$ cat src/common/emcs_pkg.sv
//
// Contract
// - every external cycle runs six phases
// - each phase lasts one to four half-clocks
// - after reset all phases are four long
// - wait request stretches phase four indefinitely
// - cycles even length, start on rising clock
// - odd total gets one pad half-clock
// - internal access shows address, direction, flag high
// - refresh or dma replaces internal address trace
// - address driven in phases one and two
// - data word uses bus plus two flag pins
// - read strobe low in phases four, five
// - longer phases four, five lengthen read strobe
// - write flag low on writes, then data0
// - four byte write strobes, zero is lsb
// - five general strobes, four configurable
// - refresh flag low on refresh, then data1
// - refresh enable and interval are configured
// - refresh due output high while pending
// - bus request tristates bus, raises grant
// - grant changes on output clock falling edge
// - half-clock unit is one half output period
// - seventeen built-in setups or custom data
// - strobe zero active phase two to five
// - write data driven phase three to six and pad
// - byte strobes late four-five, early three-five
package emcs_pkg;

   // ==========================================================
   // register map
   localparam logic [7:0] OFF_CTRL = 8'h00;
   localparam logic [7:0] OFF_PHASE = 8'h04;
   localparam logic [7:0] OFF_REFRESH = 8'h08;
   localparam logic [7:0] OFF_STROBE = 8'h0C;
   localparam logic [7:0] OFF_STATUS = 8'h10;

   // control fields
   localparam int CTRL_CUSTOM_BIT = 0;
   localparam int CTRL_EARLY_BIT = 1;
   localparam int CTRL_REFEN_BIT = 2;
   localparam int CTRL_IDX_LSB = 4;
   // strobe fields: s1 duration, s2..s4 delays, five bits each
   localparam int STB_S1_LSB = 0;
   localparam int STB_S2_LSB = 8;
   localparam int STB_STEP = 8;

   // reset values and built-in setup count
   localparam logic [11:0] PHASE_RST = 12'hFFF;
   localparam logic [15:0] REFRESH_RST = 16'h0100;
   localparam logic [31:0] STROBE_RST = 32'h0000_0000;
   localparam logic [4:0] BUILTIN_COUNT = 5'h11;

   // ==========================================================
   // sequencer states, one-hot
   typedef enum logic [7:0] {
      ST_IDLE = 8'h01,
      ST_P1 = 8'h02,
      ST_P2 = 8'h04,
      ST_P3 = 8'h08,
      ST_P4 = 8'h10,
      ST_P5 = 8'h20,
      ST_P6 = 8'h40,
      ST_PAD = 8'h80
   } emcs_state_type;

   // data word as it sits on the pins: bus, data1, data0
   typedef struct packed {
      logic [29:0] ad;
      logic rd1;
      logic wd0;
   } emcs_pins_type;

   // external access request from the processor
   typedef struct packed {
      logic valid;
      logic write;
      logic [29:0] addr;
      logic [31:0] wdata;
      logic [3:0] be;
   } emcs_req_type;

   // internal access trace
   typedef struct packed {
      logic valid;
      logic write;
      logic [29:0] addr;
   } emcs_int_type;

endpackage

$ cat src/verilog/emcs_sequencer.sv
`timescale 1ns/1ps
`default_nettype none
module emcs_sequencer #(
   parameter int REF_W = 16
) (
   // clock and reset
   input wire logic clock,
   input wire logic arst_n,
   // register bus, ahb-lite slave
   input wire logic hsel,
   input wire logic [31:0] haddr,
   input wire logic [1:0] htrans,
   input wire logic hwrite,
   input wire logic [2:0] hsize,
   input wire logic [31:0] hwdata,
   input wire logic hready,
   output logic hreadyout,
   output var logic [31:0] hrdata,
   output logic hresp,
   // processor side
   input wire emcs_pkg::emcs_req_type ext_req,
   output logic ext_req_ready,
   output var logic ext_rsp_valid,
   output var logic [31:0] ext_rsp_rdata,
   input wire emcs_pkg::emcs_int_type int_access,
   // memory pins
   output logic cpu_clock_out,
   output emcs_pkg::emcs_pins_type pins_o,
   output emcs_pkg::emcs_pins_type pins_oe,
   input wire emcs_pkg::emcs_pins_type pins_i,
   output logic read_strobe_n,
   output logic [3:0] byte_write_strobes_n,
   output logic [4:0] general_strobes_n,
   output logic refresh_strobe_n,
   input wire logic wait_request,
   output logic refresh_due_out,
   input wire logic bus_request_in,
   output logic bus_grant_out,
   input wire logic config_select_pin
);
   import emcs_pkg::*;

   // ==========================================================
   // elaboration check
   generate
      if (REF_W < 4 || REF_W > 16) begin : g_bad_ref
         $error("REF_W must lie in 4..16");
      end
   endgenerate

   // ==========================================================
   // functions
   // length field (length minus one) of the current phase
   function automatic logic [1:0] phase_len(emcs_state_type s,
                                            logic [11:0] f);
      logic [1:0] r;
      r = 2'h0;
      case (s)
         ST_P1: r = f[1:0];
         ST_P2: r = f[3:2];
         ST_P3: r = f[5:4];
         ST_P4: r = f[7:6];
         ST_P5: r = f[9:8];
         ST_P6: r = f[11:10];
         default: r = 2'h0;
      endcase
      return r;
   endfunction

   // built-in setups: index 0 slowest, 16 fastest
   function automatic logic [11:0] builtin(logic [4:0] idx);
      logic [1:0] f;
      f = 2'h3;
      // index zero stays at four long, the shift alone would wrap it
      if (idx != 5'h00 && idx < BUILTIN_COUNT) begin
         f = 2'((5'h10 - idx) >> 2);
      end
      return {6{f}};
   endfunction

   // ==========================================================
   // registers
   logic custom_q, early_q, refen_q, sel_q, strap_done_q;
   logic [4:0] idx_q;
   logic [11:0] phase_q; // custom phase lengths
   logic [REF_W-1:0] ref_int_q;
   logic [31:0] strobe_q;
   logic wr_pend_q;
   logic [7:0] wa_q;
   // sequencer state
   emcs_state_type st_q, st_d;
   logic [1:0] cnt_q, cnt_d;
   logic par_q; // parity of elapsed half-clocks
   logic ph_q; // output clock phase, 0 = high half
   logic [11:0] len_q;
   logic wr_q, ref_q, grant_q, due_q;
   logic [29:0] addr_q, ref_row_q;
   logic [31:0] wdata_q;
   logic [3:0] be_q;
   logic [5:0] st_cnt_q; // half-clocks since phase two
   logic [REF_W-1:0] ref_cnt_q;

   // ==========================================================
   // bus slave decode
   wire ahb_take = hsel && hready && htrans[1];
   wire wr_ok = hwrite && hsize == 3'h2;
   wire [7:0] status_w = {3'h0, grant_q, due_q,
                          st_q != ST_IDLE, ref_q, wr_q};
   wire [31:0] rd_mux =
      haddr[7:0] == OFF_CTRL ? {23'h0, idx_q, 1'h0, refen_q,
                                early_q, custom_q} :
      haddr[7:0] == OFF_PHASE ? {20'h0, phase_q} :
      haddr[7:0] == OFF_REFRESH ? 32'(ref_int_q) :
      haddr[7:0] == OFF_STROBE ? strobe_q :
      haddr[7:0] == OFF_STATUS ? {24'h0, status_w} : 32'h0;
   wire wr_en = wr_pend_q;
   assign hreadyout = 1'b1;
   assign hresp = 1'b0;

   // address phase capture and read data
   always_ff @(posedge clock or negedge arst_n) begin
      if (!arst_n) begin
         wr_pend_q <= 1'b0;
         wa_q <= 8'h00;
         hrdata <= 32'h0;
      end else begin
         wr_pend_q <= ahb_take && wr_ok;
         if (ahb_take) begin
            wa_q <= haddr[7:0];
            hrdata <= rd_mux;
         end
      end
   end

   // configuration registers
   always_ff @(posedge clock or negedge arst_n) begin
      if (!arst_n) begin
         custom_q <= 1'b0;
         early_q <= 1'b0;
         refen_q <= 1'b0;
         idx_q <= 5'h00;
         phase_q <= PHASE_RST;
         ref_int_q <= REF_W'(REFRESH_RST);
         strobe_q <= STROBE_RST;
      end else if (wr_en) begin
         if (wa_q == OFF_CTRL) begin
            custom_q <= hwdata[CTRL_CUSTOM_BIT];
            early_q <= hwdata[CTRL_EARLY_BIT];
            refen_q <= hwdata[CTRL_REFEN_BIT];
            idx_q <= hwdata[CTRL_IDX_LSB +: 5];
         end
         if (wa_q == OFF_PHASE) begin
            phase_q <= hwdata[11:0];
         end
         if (wa_q == OFF_REFRESH) begin
            ref_int_q <= hwdata[REF_W-1:0];
         end
         if (wa_q == OFF_STROBE) begin
            strobe_q <= hwdata;
         end
      end
   end

   // strap caught on the first edge after release
   always_ff @(posedge clock or negedge arst_n) begin
      if (!arst_n) begin
         strap_done_q <= 1'b0;
         sel_q <= 1'b0;
      end else if (!strap_done_q) begin
         strap_done_q <= 1'b1;
         sel_q <= config_select_pin;
      end
   end

   // ==========================================================
   // sequencer control
   // strap high picks a built-in setup unless custom is chosen
   wire [11:0] cfg_len = (custom_q || !sel_q) ? phase_q
                                              : builtin(idx_q);
   wire [1:0] cur_len = phase_len(st_q, len_q);
   wire fin = cnt_q == cur_len;
   // start only where the next half is a rising output edge
   wire start = st_q == ST_IDLE && ph_q && !grant_q &&
                !bus_request_in && (due_q || ext_req.valid);
   wire take_ref = start && due_q;
   wire expire = refen_q && ref_cnt_q == '0;
   assign ext_req_ready = start && !due_q;

   // phase sequencing
   always_comb begin
      st_d = st_q;
      case (st_q)
         ST_IDLE: if (start) st_d = ST_P1;
         ST_P1: if (fin) st_d = ST_P2;
         ST_P2: if (fin) st_d = ST_P3;
         ST_P3: if (fin) st_d = ST_P4;
         ST_P4: if (fin && !wait_request) st_d = ST_P5;
         ST_P5: if (fin) st_d = ST_P6;
         ST_P6: begin
            // even elapsed count needs one pad half
            if (fin) st_d = par_q ? ST_IDLE : ST_PAD;
         end
         ST_PAD: st_d = ST_IDLE;
         default: st_d = ST_IDLE;
      endcase
   end

   // phase counter holds at its end while waiting
   always_comb begin
      if (st_d != st_q || st_q == ST_IDLE) begin
         cnt_d = 2'h0;
      end else if (fin) begin
         cnt_d = cnt_q;
      end else begin
         cnt_d = cnt_q + 2'h1;
      end
   end

   // one clock is one half-clock unit
   always_ff @(posedge clock or negedge arst_n) begin
      if (!arst_n) begin
         st_q <= ST_IDLE;
         cnt_q <= 2'h0;
         par_q <= 1'b0;
         ph_q <= 1'b0;
         st_cnt_q <= 6'h00;
      end else begin
         st_q <= st_d;
         cnt_q <= cnt_d;
         ph_q <= ~ph_q;
         par_q <= (st_q == ST_IDLE) ? 1'b0 : ~par_q;
         if (st_q == ST_P1 || st_q == ST_IDLE) begin
            st_cnt_q <= 6'h00;
         end else if (st_cnt_q != 6'h3F) begin
            st_cnt_q <= st_cnt_q + 6'h01;
         end
      end
   end

   // cycle latch, read capture, response
   always_ff @(posedge clock or negedge arst_n) begin
      if (!arst_n) begin
         len_q <= PHASE_RST;
         wr_q <= 1'b0;
         ref_q <= 1'b0;
         addr_q <= 30'h0;
         wdata_q <= 32'h0;
         be_q <= 4'h0;
         ext_rsp_valid <= 1'b0;
         ext_rsp_rdata <= 32'h0;
      end else begin
         ext_rsp_valid <= 1'b0;
         if (start) begin
            len_q <= cfg_len;
            ref_q <= take_ref;
            wr_q <= !take_ref && ext_req.write;
            addr_q <= ext_req.addr;
            wdata_q <= ext_req.wdata;
            be_q <= ext_req.be;
         end
         if (st_q == ST_P5 && fin && !ref_q) begin
            ext_rsp_valid <= 1'b1;
            if (!wr_q) begin
               ext_rsp_rdata <= pins_i;
            end
         end
      end
   end

   // refresh timer, grant on falling output edge
   always_ff @(posedge clock or negedge arst_n) begin
      if (!arst_n) begin
         ref_cnt_q <= '0;
         ref_row_q <= 30'h0;
         due_q <= 1'b0;
         grant_q <= 1'b0;
      end else begin
         if (!refen_q || expire) begin
            ref_cnt_q <= ref_int_q;
         end else begin
            ref_cnt_q <= ref_cnt_q - REF_W'(1);
         end
         due_q <= (due_q && !take_ref) || expire;
         if (take_ref) begin
            ref_row_q <= ref_row_q + 30'h1;
         end
         // ph_q low means the output clock falls next
         if (!ph_q && st_q == ST_IDLE) begin
            grant_q <= bus_request_in;
         end
      end
   end

   // ==========================================================
   // pins and strobes
   wire a_ph = st_q == ST_P1 || st_q == ST_P2;
   wire d_ph = st_q == ST_P3 || st_q == ST_P4 || st_q == ST_P5 ||
               st_q == ST_P6 || st_q == ST_PAD;
   wire rw_ph = st_q == ST_P4 || st_q == ST_P5;
   wire s0_ph = st_q == ST_P2 || st_q == ST_P3 || rw_ph;
   wire idle_int = st_q == ST_IDLE && int_access.valid && !grant_q;
   wire [31:0] be_mask = {{8{be_q[3]}}, {8{be_q[2]}},
                          {8{be_q[1]}}, {8{be_q[0]}}};
   wire [31:0] a_word = {ref_q ? ref_row_q : addr_q, ~ref_q, ~wr_q};
   wire [31:0] i_word = {int_access.addr, 1'b1, ~int_access.write};

   assign cpu_clock_out = ~ph_q;
   assign refresh_due_out = due_q;
   assign pins_o = a_ph ? a_word :
                   (d_ph && wr_q) ? wdata_q :
                   idle_int ? i_word : 32'h0000_0003;
   assign pins_oe = grant_q ? 32'h0 :
                    a_ph ? 32'hFFFF_FFFF :
                    (d_ph && wr_q) ? be_mask :
                    idle_int ? 32'hFFFF_FFFF : 32'h0;
   assign read_strobe_n = !(rw_ph && !wr_q && !ref_q);
   assign byte_write_strobes_n =
      ~(be_q & {4{wr_q && (rw_ph || (early_q && st_q == ST_P3))}});
   assign refresh_strobe_n = !(s0_ph && ref_q);
   assign general_strobes_n[0] = !s0_ph;
   // s1 starts with phase two, ends by phase six
   assign general_strobes_n[1] =
      !((s0_ph || st_q == ST_P6) &&
        st_cnt_q < 6'(strobe_q[STB_S1_LSB +: 5]));

   // s2..s4 start late and end with phase five
   genvar gi;
   generate
      for (gi = 2; gi < 5; gi++) begin : g_dly
         wire [4:0] dly = strobe_q[STB_S2_LSB + (gi - 2) * STB_STEP +: 5];
         assign general_strobes_n[gi] =
            !(s0_ph && dly != 5'h00 && st_cnt_q >= 6'(dly));
      end
   endgenerate

   assign bus_grant_out = grant_q;
endmodule
`default_nettype wire

$ cat config.mk
export PLATFORM = sky130hd
export DESIGN_NAME = emcs_sequencer
export DESIGN_NICKNAME = d
export VERILOG_FILES = /design/src/common/emcs_pkg.sv /design/src/verilog/emcs_sequencer.sv
export SDC_FILE = /design/constraint.sdc
export NUM_CORES = 1
export LEC_CHECK = 0
export BUFFER_PORTS_ARGS = -buffer_cell sky130_fd_sc_hd__buf_2
export CAP_MARGIN = 0
export CORE_ASPECT_RATIO = 1.1
export CORE_MARGIN = 8
export CORE_UTILIZATION = 58
export CTS_CLUSTER_DIAMETER = 200
export DETAILED_ROUTE_END_ITERATION = 8
export PLACE_DENSITY_LB_ADDON = 0.3
export SYNTH_ARGS = -nofsm -noshare
export SYNTH_HDL_FRONTEND = slang
export SYNTH_SLANG_ARGS = --single-unit
$ cat constraint.sdc
create_clock -name clock -period 5.55 [get_ports clock]
set_input_delay 0.2775 -clock clock [delete_from_list [all_inputs] [get_ports clock]]
set_output_delay 0.2775 -clock clock [all_outputs]
set_load 0.005 [all_outputs]
==> Yosys cells after proc, flatten, opt, wreduce, memory -nomap -nowiden <==
Index checks and enable logic that the tools add are counted.
{ "totals": {"output_inout_bits": 146, "register_bits": 290, "elab_cells": 178, "in_bits": 209} }
{ "op_classes": {"reduce_logical": 79, "add_sub_neg": 5, "muxes": 32, "eq_ne": 21, "n_lt_le_gt_ge": 5, "n_bitwise": 7} }
{ "op_table": {"columns": ["op", "n"], "rows": [
  ["$mux 32", 11],
  ["$mux 8", 8],
  ["$pmux 8 s7", 1],
  ["$eq 8x4->1 const B", 5],
  ["$logic_and 1x1->1", 33],
  ["$add 30x1->30 const B", 1],
  ["$mux 30", 1],
  ["$eq 8x3->1 const B", 3],
  ["$reduce_bool 5->1", 4],
  ["$ge 6x5->1", 3],
  ["$logic_not 1->1", 17],
  ["$eq 8x5->1 const B", 2],
  ["$logic_not 16->1", 1],
  ["$logic_not 8->1", 2],
  ["$logic_or 1x1->1", 16],
  ["$mux 16", 1],
  ["$sub 16x1->16 const B", 1],
  ["$mux 12", 1],
  ["$mux 6", 2],
  ["$pmux 2 s6", 1],
  ["$reduce_and 2->1", 5],
  ["$eq 8x1->1 const B", 1],
  ["$eq 8x2->1 const B", 1],
  ["$eq 8x6->1 const B", 1],
  ["other kinds (20)", 27]
]} }

==> Logic depth before layout (Yosys ltp) <==
Gate-level depths: netlist of the first run.
{ "depth": {"depth_word": 10, "ltp_mapped": 9, "mapped_depth_nobuf": 8} }

==> Worst setup path before layout of the first run <==
No wires, ideal clock.
{ "synth_path": {"path_kind": "register to output", "start": "register st_q[3]", "end": "output port pins_oe[10] (netlist bit)", "path_stages_with_launch": 10, "arrival_ps": 2680, "t_required_ps": 5273, "path_slack_ps": 2592, "path_buffers": 3, "cell_sequence": "dfrtp_1 -> or4_4 -> or3_1 -> clkbuf_2 -> o21ai_0 -> o21a_1 -> clkbuf_1 -> nand2_1 -> a21oi_1 -> buf_4"} }
{ "synth_lines": {"columns": ["item", "line", "rtl"], "rows": [
  ["start: declaration", "emcs_sequencer.sv:91", "emcs_state_type st_q, st_d;"],
  ["start signal: assignment", "emcs_sequencer.sv:228", "st_q <= st_d;"],
  ["end: declaration", "emcs_sequencer.sv:29", "output emcs_pkg::emcs_pins_type pins_oe,"]
]} }

==> impl_metrics.ini, run 1 <==
[cells_and_area]
fin_nets = 1991
final_common_cell = nand2_1
final_cell_mix = nand2_1, buf_2, dfrtp_1
instances_no_fill = 2090
syn2layout_area_growth_pct = 29.0
fin_area_um2 = 17800
fin_util_pct = 75.7
drive_gt1_share_pct = 30.6

[power]
p_leak_nw = 8.76
power_density_nw_per_um2 = 350
p_total_mw = 6.23
vdd.ir_drop.worst_mv = 0.309

[worst_setup_path]
rr_worst_depth = 8
r2r_start = st_q[3]
cp_max_fo = 36
setup.worst_path.end_class = output pin
r2r_setup_slack_ns = 2.30
reg2reg_to = ext_rsp_rdata[12]
cp.arrival_ns = 3.71
path_class = flop to output pin
required_ns = 5.27
crit_start = st_q[3]
startpoint_type = flop

[routing]
drtPass1Iterations = 6
viasPerCell = 5.60
vias = 11700
drt_iter0_markers = 1052
drt-total-wl_um = 40300
post_drt_wl_per_cell_um = 19.3
drc = 0
antenna_left = 0

[synth]
avgSynthCellArea_um2 = 10.3
syn_inst = 1347
yosysTopAreaCell = dfrtp_1
synth_top_area_share_pct = 47.8
ys_ff_latch = 290
synth_flop_cell = dfrtp_1
yosysSeqAreaShare_pct = 52.8
yosysUniqueCellTypes = 58
synth-edff-count = 0
syn_area_um2 = 13800
async_flop_share_pct = 100
yosysWarningCount = 0
yosys-top-cells-area = dfrtp_1, mux2_2, nand2_1

[grt]
grt_usage_pct = 27.3
grt_pass1_wl_um = 63800
grt_overflow = 0
grt_pass1_vias = 12200
grt_max_degree = 181
grt_antenna_before_repair = 2

[min_path]
hold_depth = 2
holdPathEnd = strobe_q[4]
hp-class = primary input to flop
holdCritStartpoint = hwdata[4]

[clocking]
clock_latency_ns = 0.56
clk_pin_slew_worst_paths_ns = 0.06
cts_resized = 0
htreeDepth = 1
cts_hold_buf = 129
cts.sinks = 290
cts_made_buffers = 29
root_buffer = clkbuf_16
cts_setup_buffers = 0
cts_buffer_depth = 3
cts_tree = done

[sta]
finalClockSkew_ns = 0.0251
worstMarginPinSlew_ns = 1.18
setup_ws_ns = 1.56
setup_tns_ns = 0
fin_crit_sh_pct = 71.9
whs_ns = 0.0179
slew_violations = 0
finalSetupViolations = 0
slew-limit-headroom_pct = 21.3
max_freq_ghz = 0.251
hold_viol = 0
fin_crit_ns = 3.99
rsz0062_at_grt = false

[floorplan]
die_w_um = 163
initial_core_util_pct = 58.7
pin_count = 355
die_area_um2 = 29000
row_count = 59
die_h_um = 178
core_um2 = 23500

[place]
place_ws_ns = 2.22
hpwl_um = 27000
place_area_um2 = 15500
dp.cells = 1904
port_buffers = 327
place_congestion = 0.906

[run_status]
status = completed

[flow_run]
cap_violations = 0
-- cells by family (layout without fill, tap and decap cells) --
group	count (synthesis)	after routing	synth area share, %
other	2	6	0.0544
adder cells (fa/ha/maj)	23	23	2.08
flip-flops	290	290	52.8
AND/OR/NAND/NOR	524	524	16.6
buffers and inverters	121	555	4.28
multiplexers	159	159	12.6
AO/OA/AOI/OAI	183	183	8.80
XOR/XNOR	45	45	2.85
-- where the power goes --
group | switching (mW) | internal (mW) | leakage [nW]
clock | 0.824 | 1.24 | 0.498
combinational | 0.756 | 0.578 | 4.59
sequential | 0.294 | 2.54 | 3.67
total | 1.87 | 4.36 | 8.76
-- routing by layer --
metal,vias up,share of wire (%),wire length (um),GRT usage (%)
li1,5411,-,-,-
met1,5677,38,15200,31.6
met2,495,52,20800,48.9
met3,118,7.2,2890,4.99
met4,0,3.5,1400,10.9
met5,-,0,0,0
-- cells in the mapped netlist, drive strengths merged, types with 6 or more instances --
| cell type | count |
|---|---|
| a211oi | 6 |
| a21oi | 36 |
| a22o | 17 |
| a22oi | 13 |
| and2 | 7 |
| and3 | 13 |
| buf | 36 |
| clkbuf | 53 |
| dfrtp | 264 |
| dfstp | 26 |
| ha | 23 |
| inv | 32 |
| mux2 | 116 |
| mux2i | 43 |
| nand2 | 345 |
| nand2b | 10 |
| nand3 | 20 |
| nor2 | 56 |
| nor2b | 11 |
| nor3 | 17 |
| nor4 | 11 |
| o211ai | 30 |
| o21ai | 49 |
| or3 | 6 |
| or4 | 6 |
| xnor2 | 34 |
| xor2 | 11 |
-- state kept, by name, summed over array words and instances (netlist names), 2 cells and up --
register       flops
ref_int_q         16
ext_rsp_rdata     32
be_q               4
wa_q               8
st_cnt_q           6
hrdata            32
st_q               8
strobe_q          32
phase_q           12
ref_cnt_q         16
wdata_q           32
idx_q              5
ref_row_q         30
len_q             12
addr_q            30
cnt_q              2
-- worst max-delay path by stage --
stage	endpoint	slack (ns)	cells past startpoint
2_1_floorplan	pins_oe[10]	2.59	9
3_3_place_gp	pins_oe[29]	2.24	8
3_5_place_dp	pins_oe[29]	2.22	8
4_1_cts	pins_oe[29]	1.63	8
5_1_grt	pins_oe[10]	1.35	8
6_report	pins_oe[23]	1.56	8
-- layout make-up --
cell class,count,area [um2]
Clock inverter,13,174
Clock buffer,41,841
Tap cell,305,382
Multi-Input combinational cell,937,5950
Fill cell,1519,5730
Timing Repair Buffer,469,3050
Inverter,32,120
Sequential cell,290,7290
Antenna cell,3,7.51
-- worst max-delay path, stage by stage, from the launching register on --
cell,delay (ns)
dfrtp_1,0.41
or4_4,0.57
or3_1,0.43
o21ai_0,0.33
o21a_1,0.18
buf_4,0.38
nand2_1,0.10
a21oi_1,0.48
buf_2,0.23
(Power assumes the default switching activity.)
==> inputs of run 2 (changes only) <==
--- a/config.mk
+++ b/config.mk
@@ -5,11 +5,12 @@
 export SDC_FILE = /design/constraint.sdc
 export NUM_CORES = 1
 export LEC_CHECK = 0
+export ABC_AREA = 1
 export BUFFER_PORTS_ARGS = -buffer_cell sky130_fd_sc_hd__buf_2
 export CAP_MARGIN = 0
 export CORE_ASPECT_RATIO = 1.1
 export CORE_MARGIN = 8
-export CORE_UTILIZATION = 58
+export CORE_UTILIZATION = 49
 export CTS_CLUSTER_DIAMETER = 200
 export DETAILED_ROUTE_END_ITERATION = 8
 export PLACE_DENSITY_LB_ADDON = 0.3
==> constraint.sdc (replaced) <==
create_clock -name clock -period 3.2 [get_ports clock]
set_input_delay 0.16 -clock clock [delete_from_list [all_inputs] [get_ports clock]]
set_output_delay 0.16 -clock clock [all_outputs]
set_load 0.005 [all_outputs]
==> run 2 against run 1 <==
Critical path depth rose by 5. Sequential cell count stayed put. Count of clock-buffer cells in the layout is 1 higher. Critical endpoint is now pins_o[7]. Final area is 5.4% higher. Die area up 22%. Global-route usage is 0.68 points lower. Highest routed layer unchanged. Synthesized cell count is 36% higher. Area after synthesis grew 5.1%. First-iteration DRC count rose by 11%.
==> impl_metrics.ini, run 2 <==
[sta]
setup_tns_ns = 0
fin_crit_ns = 3.00
worstMarginPinSlew_ns = 0.905
setup_ws_ns = 0.195
rsz0062_at_grt = false
finalClockSkew_ns = 0.0209
finalSetupViolations = 0
slew_violations = 0
hold_viol = 0
whs_ns = 0.0869
max_freq_ghz = 0.333
slew-limit-headroom_pct = 39.5
fin_crit_sh_pct = 93.9

[cells_and_area]
fin_area_um2 = 18800
final_common_cell = nand2_1
register_area_um2 = 7290
syn2layout_area_growth_pct = 29.4
multi_input_area_um2 = 6110
final_cell_mix = nand2_1, buf_2, dfrtp_1
drive_gt1_share_pct = 21.5
instances_no_fill = 2662
fin_nets = 2494
fill_cells = 2444
fin_util_pct = 63.9

[routing]
drtPass1Iterations = 5
drc = 0
post_drt_wl_per_cell_um = 18.1
antenna_left = 0
vias = 14100
drt_iter0_markers = 1168
drt-total-wl_um = 48200
viasPerCell = 5.30

[floorplan]
row_count = 66
initial_core_util_pct = 49.4
die_area_um2 = 35400
die_h_um = 197
pin_count = 355
die_w_um = 180
core_um2 = 29400

[power]
power_density_nw_per_um2 = 607
p_leak_nw = 9.83
p_total_mw = 11.4
vdd.ir_drop.worst_mv = 0.515

[synth]
synth_flop_cell = dfrtp_1
synth_top_area_share_pct = 45.5
yosysTopAreaCell = dfrtp_1
async_flop_share_pct = 100
synth_common_cells = nand2_1, dfrtp_1, inv_1, o21ai_0, nand3_1
yosys-top-cells-area = dfrtp_1, nand2_1, dfstp_2
synth-edff-count = 0
yosysUniqueCellTypes = 53
avgSynthCellArea_um2 = 7.93
syn_area_um2 = 14500
yosysSeqAreaShare_pct = 50.2
syn_inst = 1831
ys_ff_latch = 290
yosysWarningCount = 0
synthMostInstantiatedCell = nand2_1

[worst_setup_path]
required_ns = 3.04
cp.arrival_ns = 2.84
path_class = flop to output pin
startpoint_type = flop
r2r_setup_slack_ns = 0.63
cp_max_fo = 30
setup.worst_path.end_class = output pin

[grt]
grt_pass1_vias = 14200
grt_pass1_wl_um = 76600
grt_antenna_before_repair = 3
grt_overflow = 0
grt_usage_pct = 26.6
grt_max_degree = 94

[clocking]
clock_latency_ns = 0.56
cts_setup_buffers = 0
root_buffer = clkbuf_16
clk_pin_slew_worst_paths_ns = 0.06
cts_buffer_depth = 3
cts_tree = done
cts.sinks = 290
cts_made_buffers = 30
htreeDepth = 1

[place]
hpwl_um = 33300
dp.cells = 2459
port_buffers = 327
place_congestion = 0.899
place_area_um2 = 16300
place_ws_ns = 0.630

[run_status]
status = completed

[flow_run]
cap_violations = 0

[min_path]
hp-class = primary input to flop
[run 2: cell families (layout without fill, tap and decap cells)]
kind of cell             count (synthesis)  count (layout)  synth area share, %
flip-flops                             290             290                 50.2
adder cells (fa/ha/maj)                 23              23                 1.98
multiplexers                             1               1               0.0776
other                                    2               6               0.0517
XOR/XNOR                                41              41                 2.47
buffers and inverters                  259             712                 7.91
AND/OR/NAND/NOR                        955             955                 27.5
AO/OA/AOI/OAI                          260             260                 9.81
[run 2: final timing paths]
path | depth (start not counted) | startpoint | endpoint
max in group asynchronous | 3 | arst_n | wdata_q[5]
min in group asynchronous | 2 | arst_n | ext_rsp_rdata[7]
max reg2reg | 17 | st_q[0] | ext_rsp_rdata[18]
min | 5 | hready | hrdata[31]
max | 13 | st_q[2] | pins_o[7]
min reg2reg | 1 | par_q | par_q
[run 2: where the power goes]
part | internal [mW] | switching [mW] | total [mW]
clock | 1.93 | 1.50 | 3.44
combinational | 1.11 | 1.81 | 2.92
sequential | 4.47 | 0.572 | 5.04
total | 7.51 | 3.88 | 11.4
[run 2: critical path, stage by stage (launching register included)]
cell     delay, ns
dfrtp_1       0.42
inv_2         0.11
nand2_4       0.08
nor2_8        0.19
nand2_1       0.14
inv_1         0.21
nor3_1        0.08
o21ai_0       0.12
nand2_1       0.15
inv_2         0.12
buf_6         0.25
nand2_1       0.17
nand3_1       0.12
buf_2         0.13
[run 2: area by class of cell]
type                    instances  area share [%]
flip-flops and latches        290            38.8
multi-input cells            1283            32.5
repair buffers                500            17.8
clock buffers                  42            4.72
inverters                     157            3.14
well taps                     374            2.49
clock inverters                13           0.446
diodes                          3          0.0400
[run 2: repair_timing]
item                                    in CTS  in global routing
endpoints found under the hold margin      260                  0
resized for setup                            0                  6
hold buffers                               145                  0
endpoints found under the setup margin       0                 49
[run 2: layer usage]
metal  track usage [%]  routed length (um)
met5                 0                   0
met3              5.56                3840
met1              32.8               19400
met2              45.3               23000
met4              10.8                1970
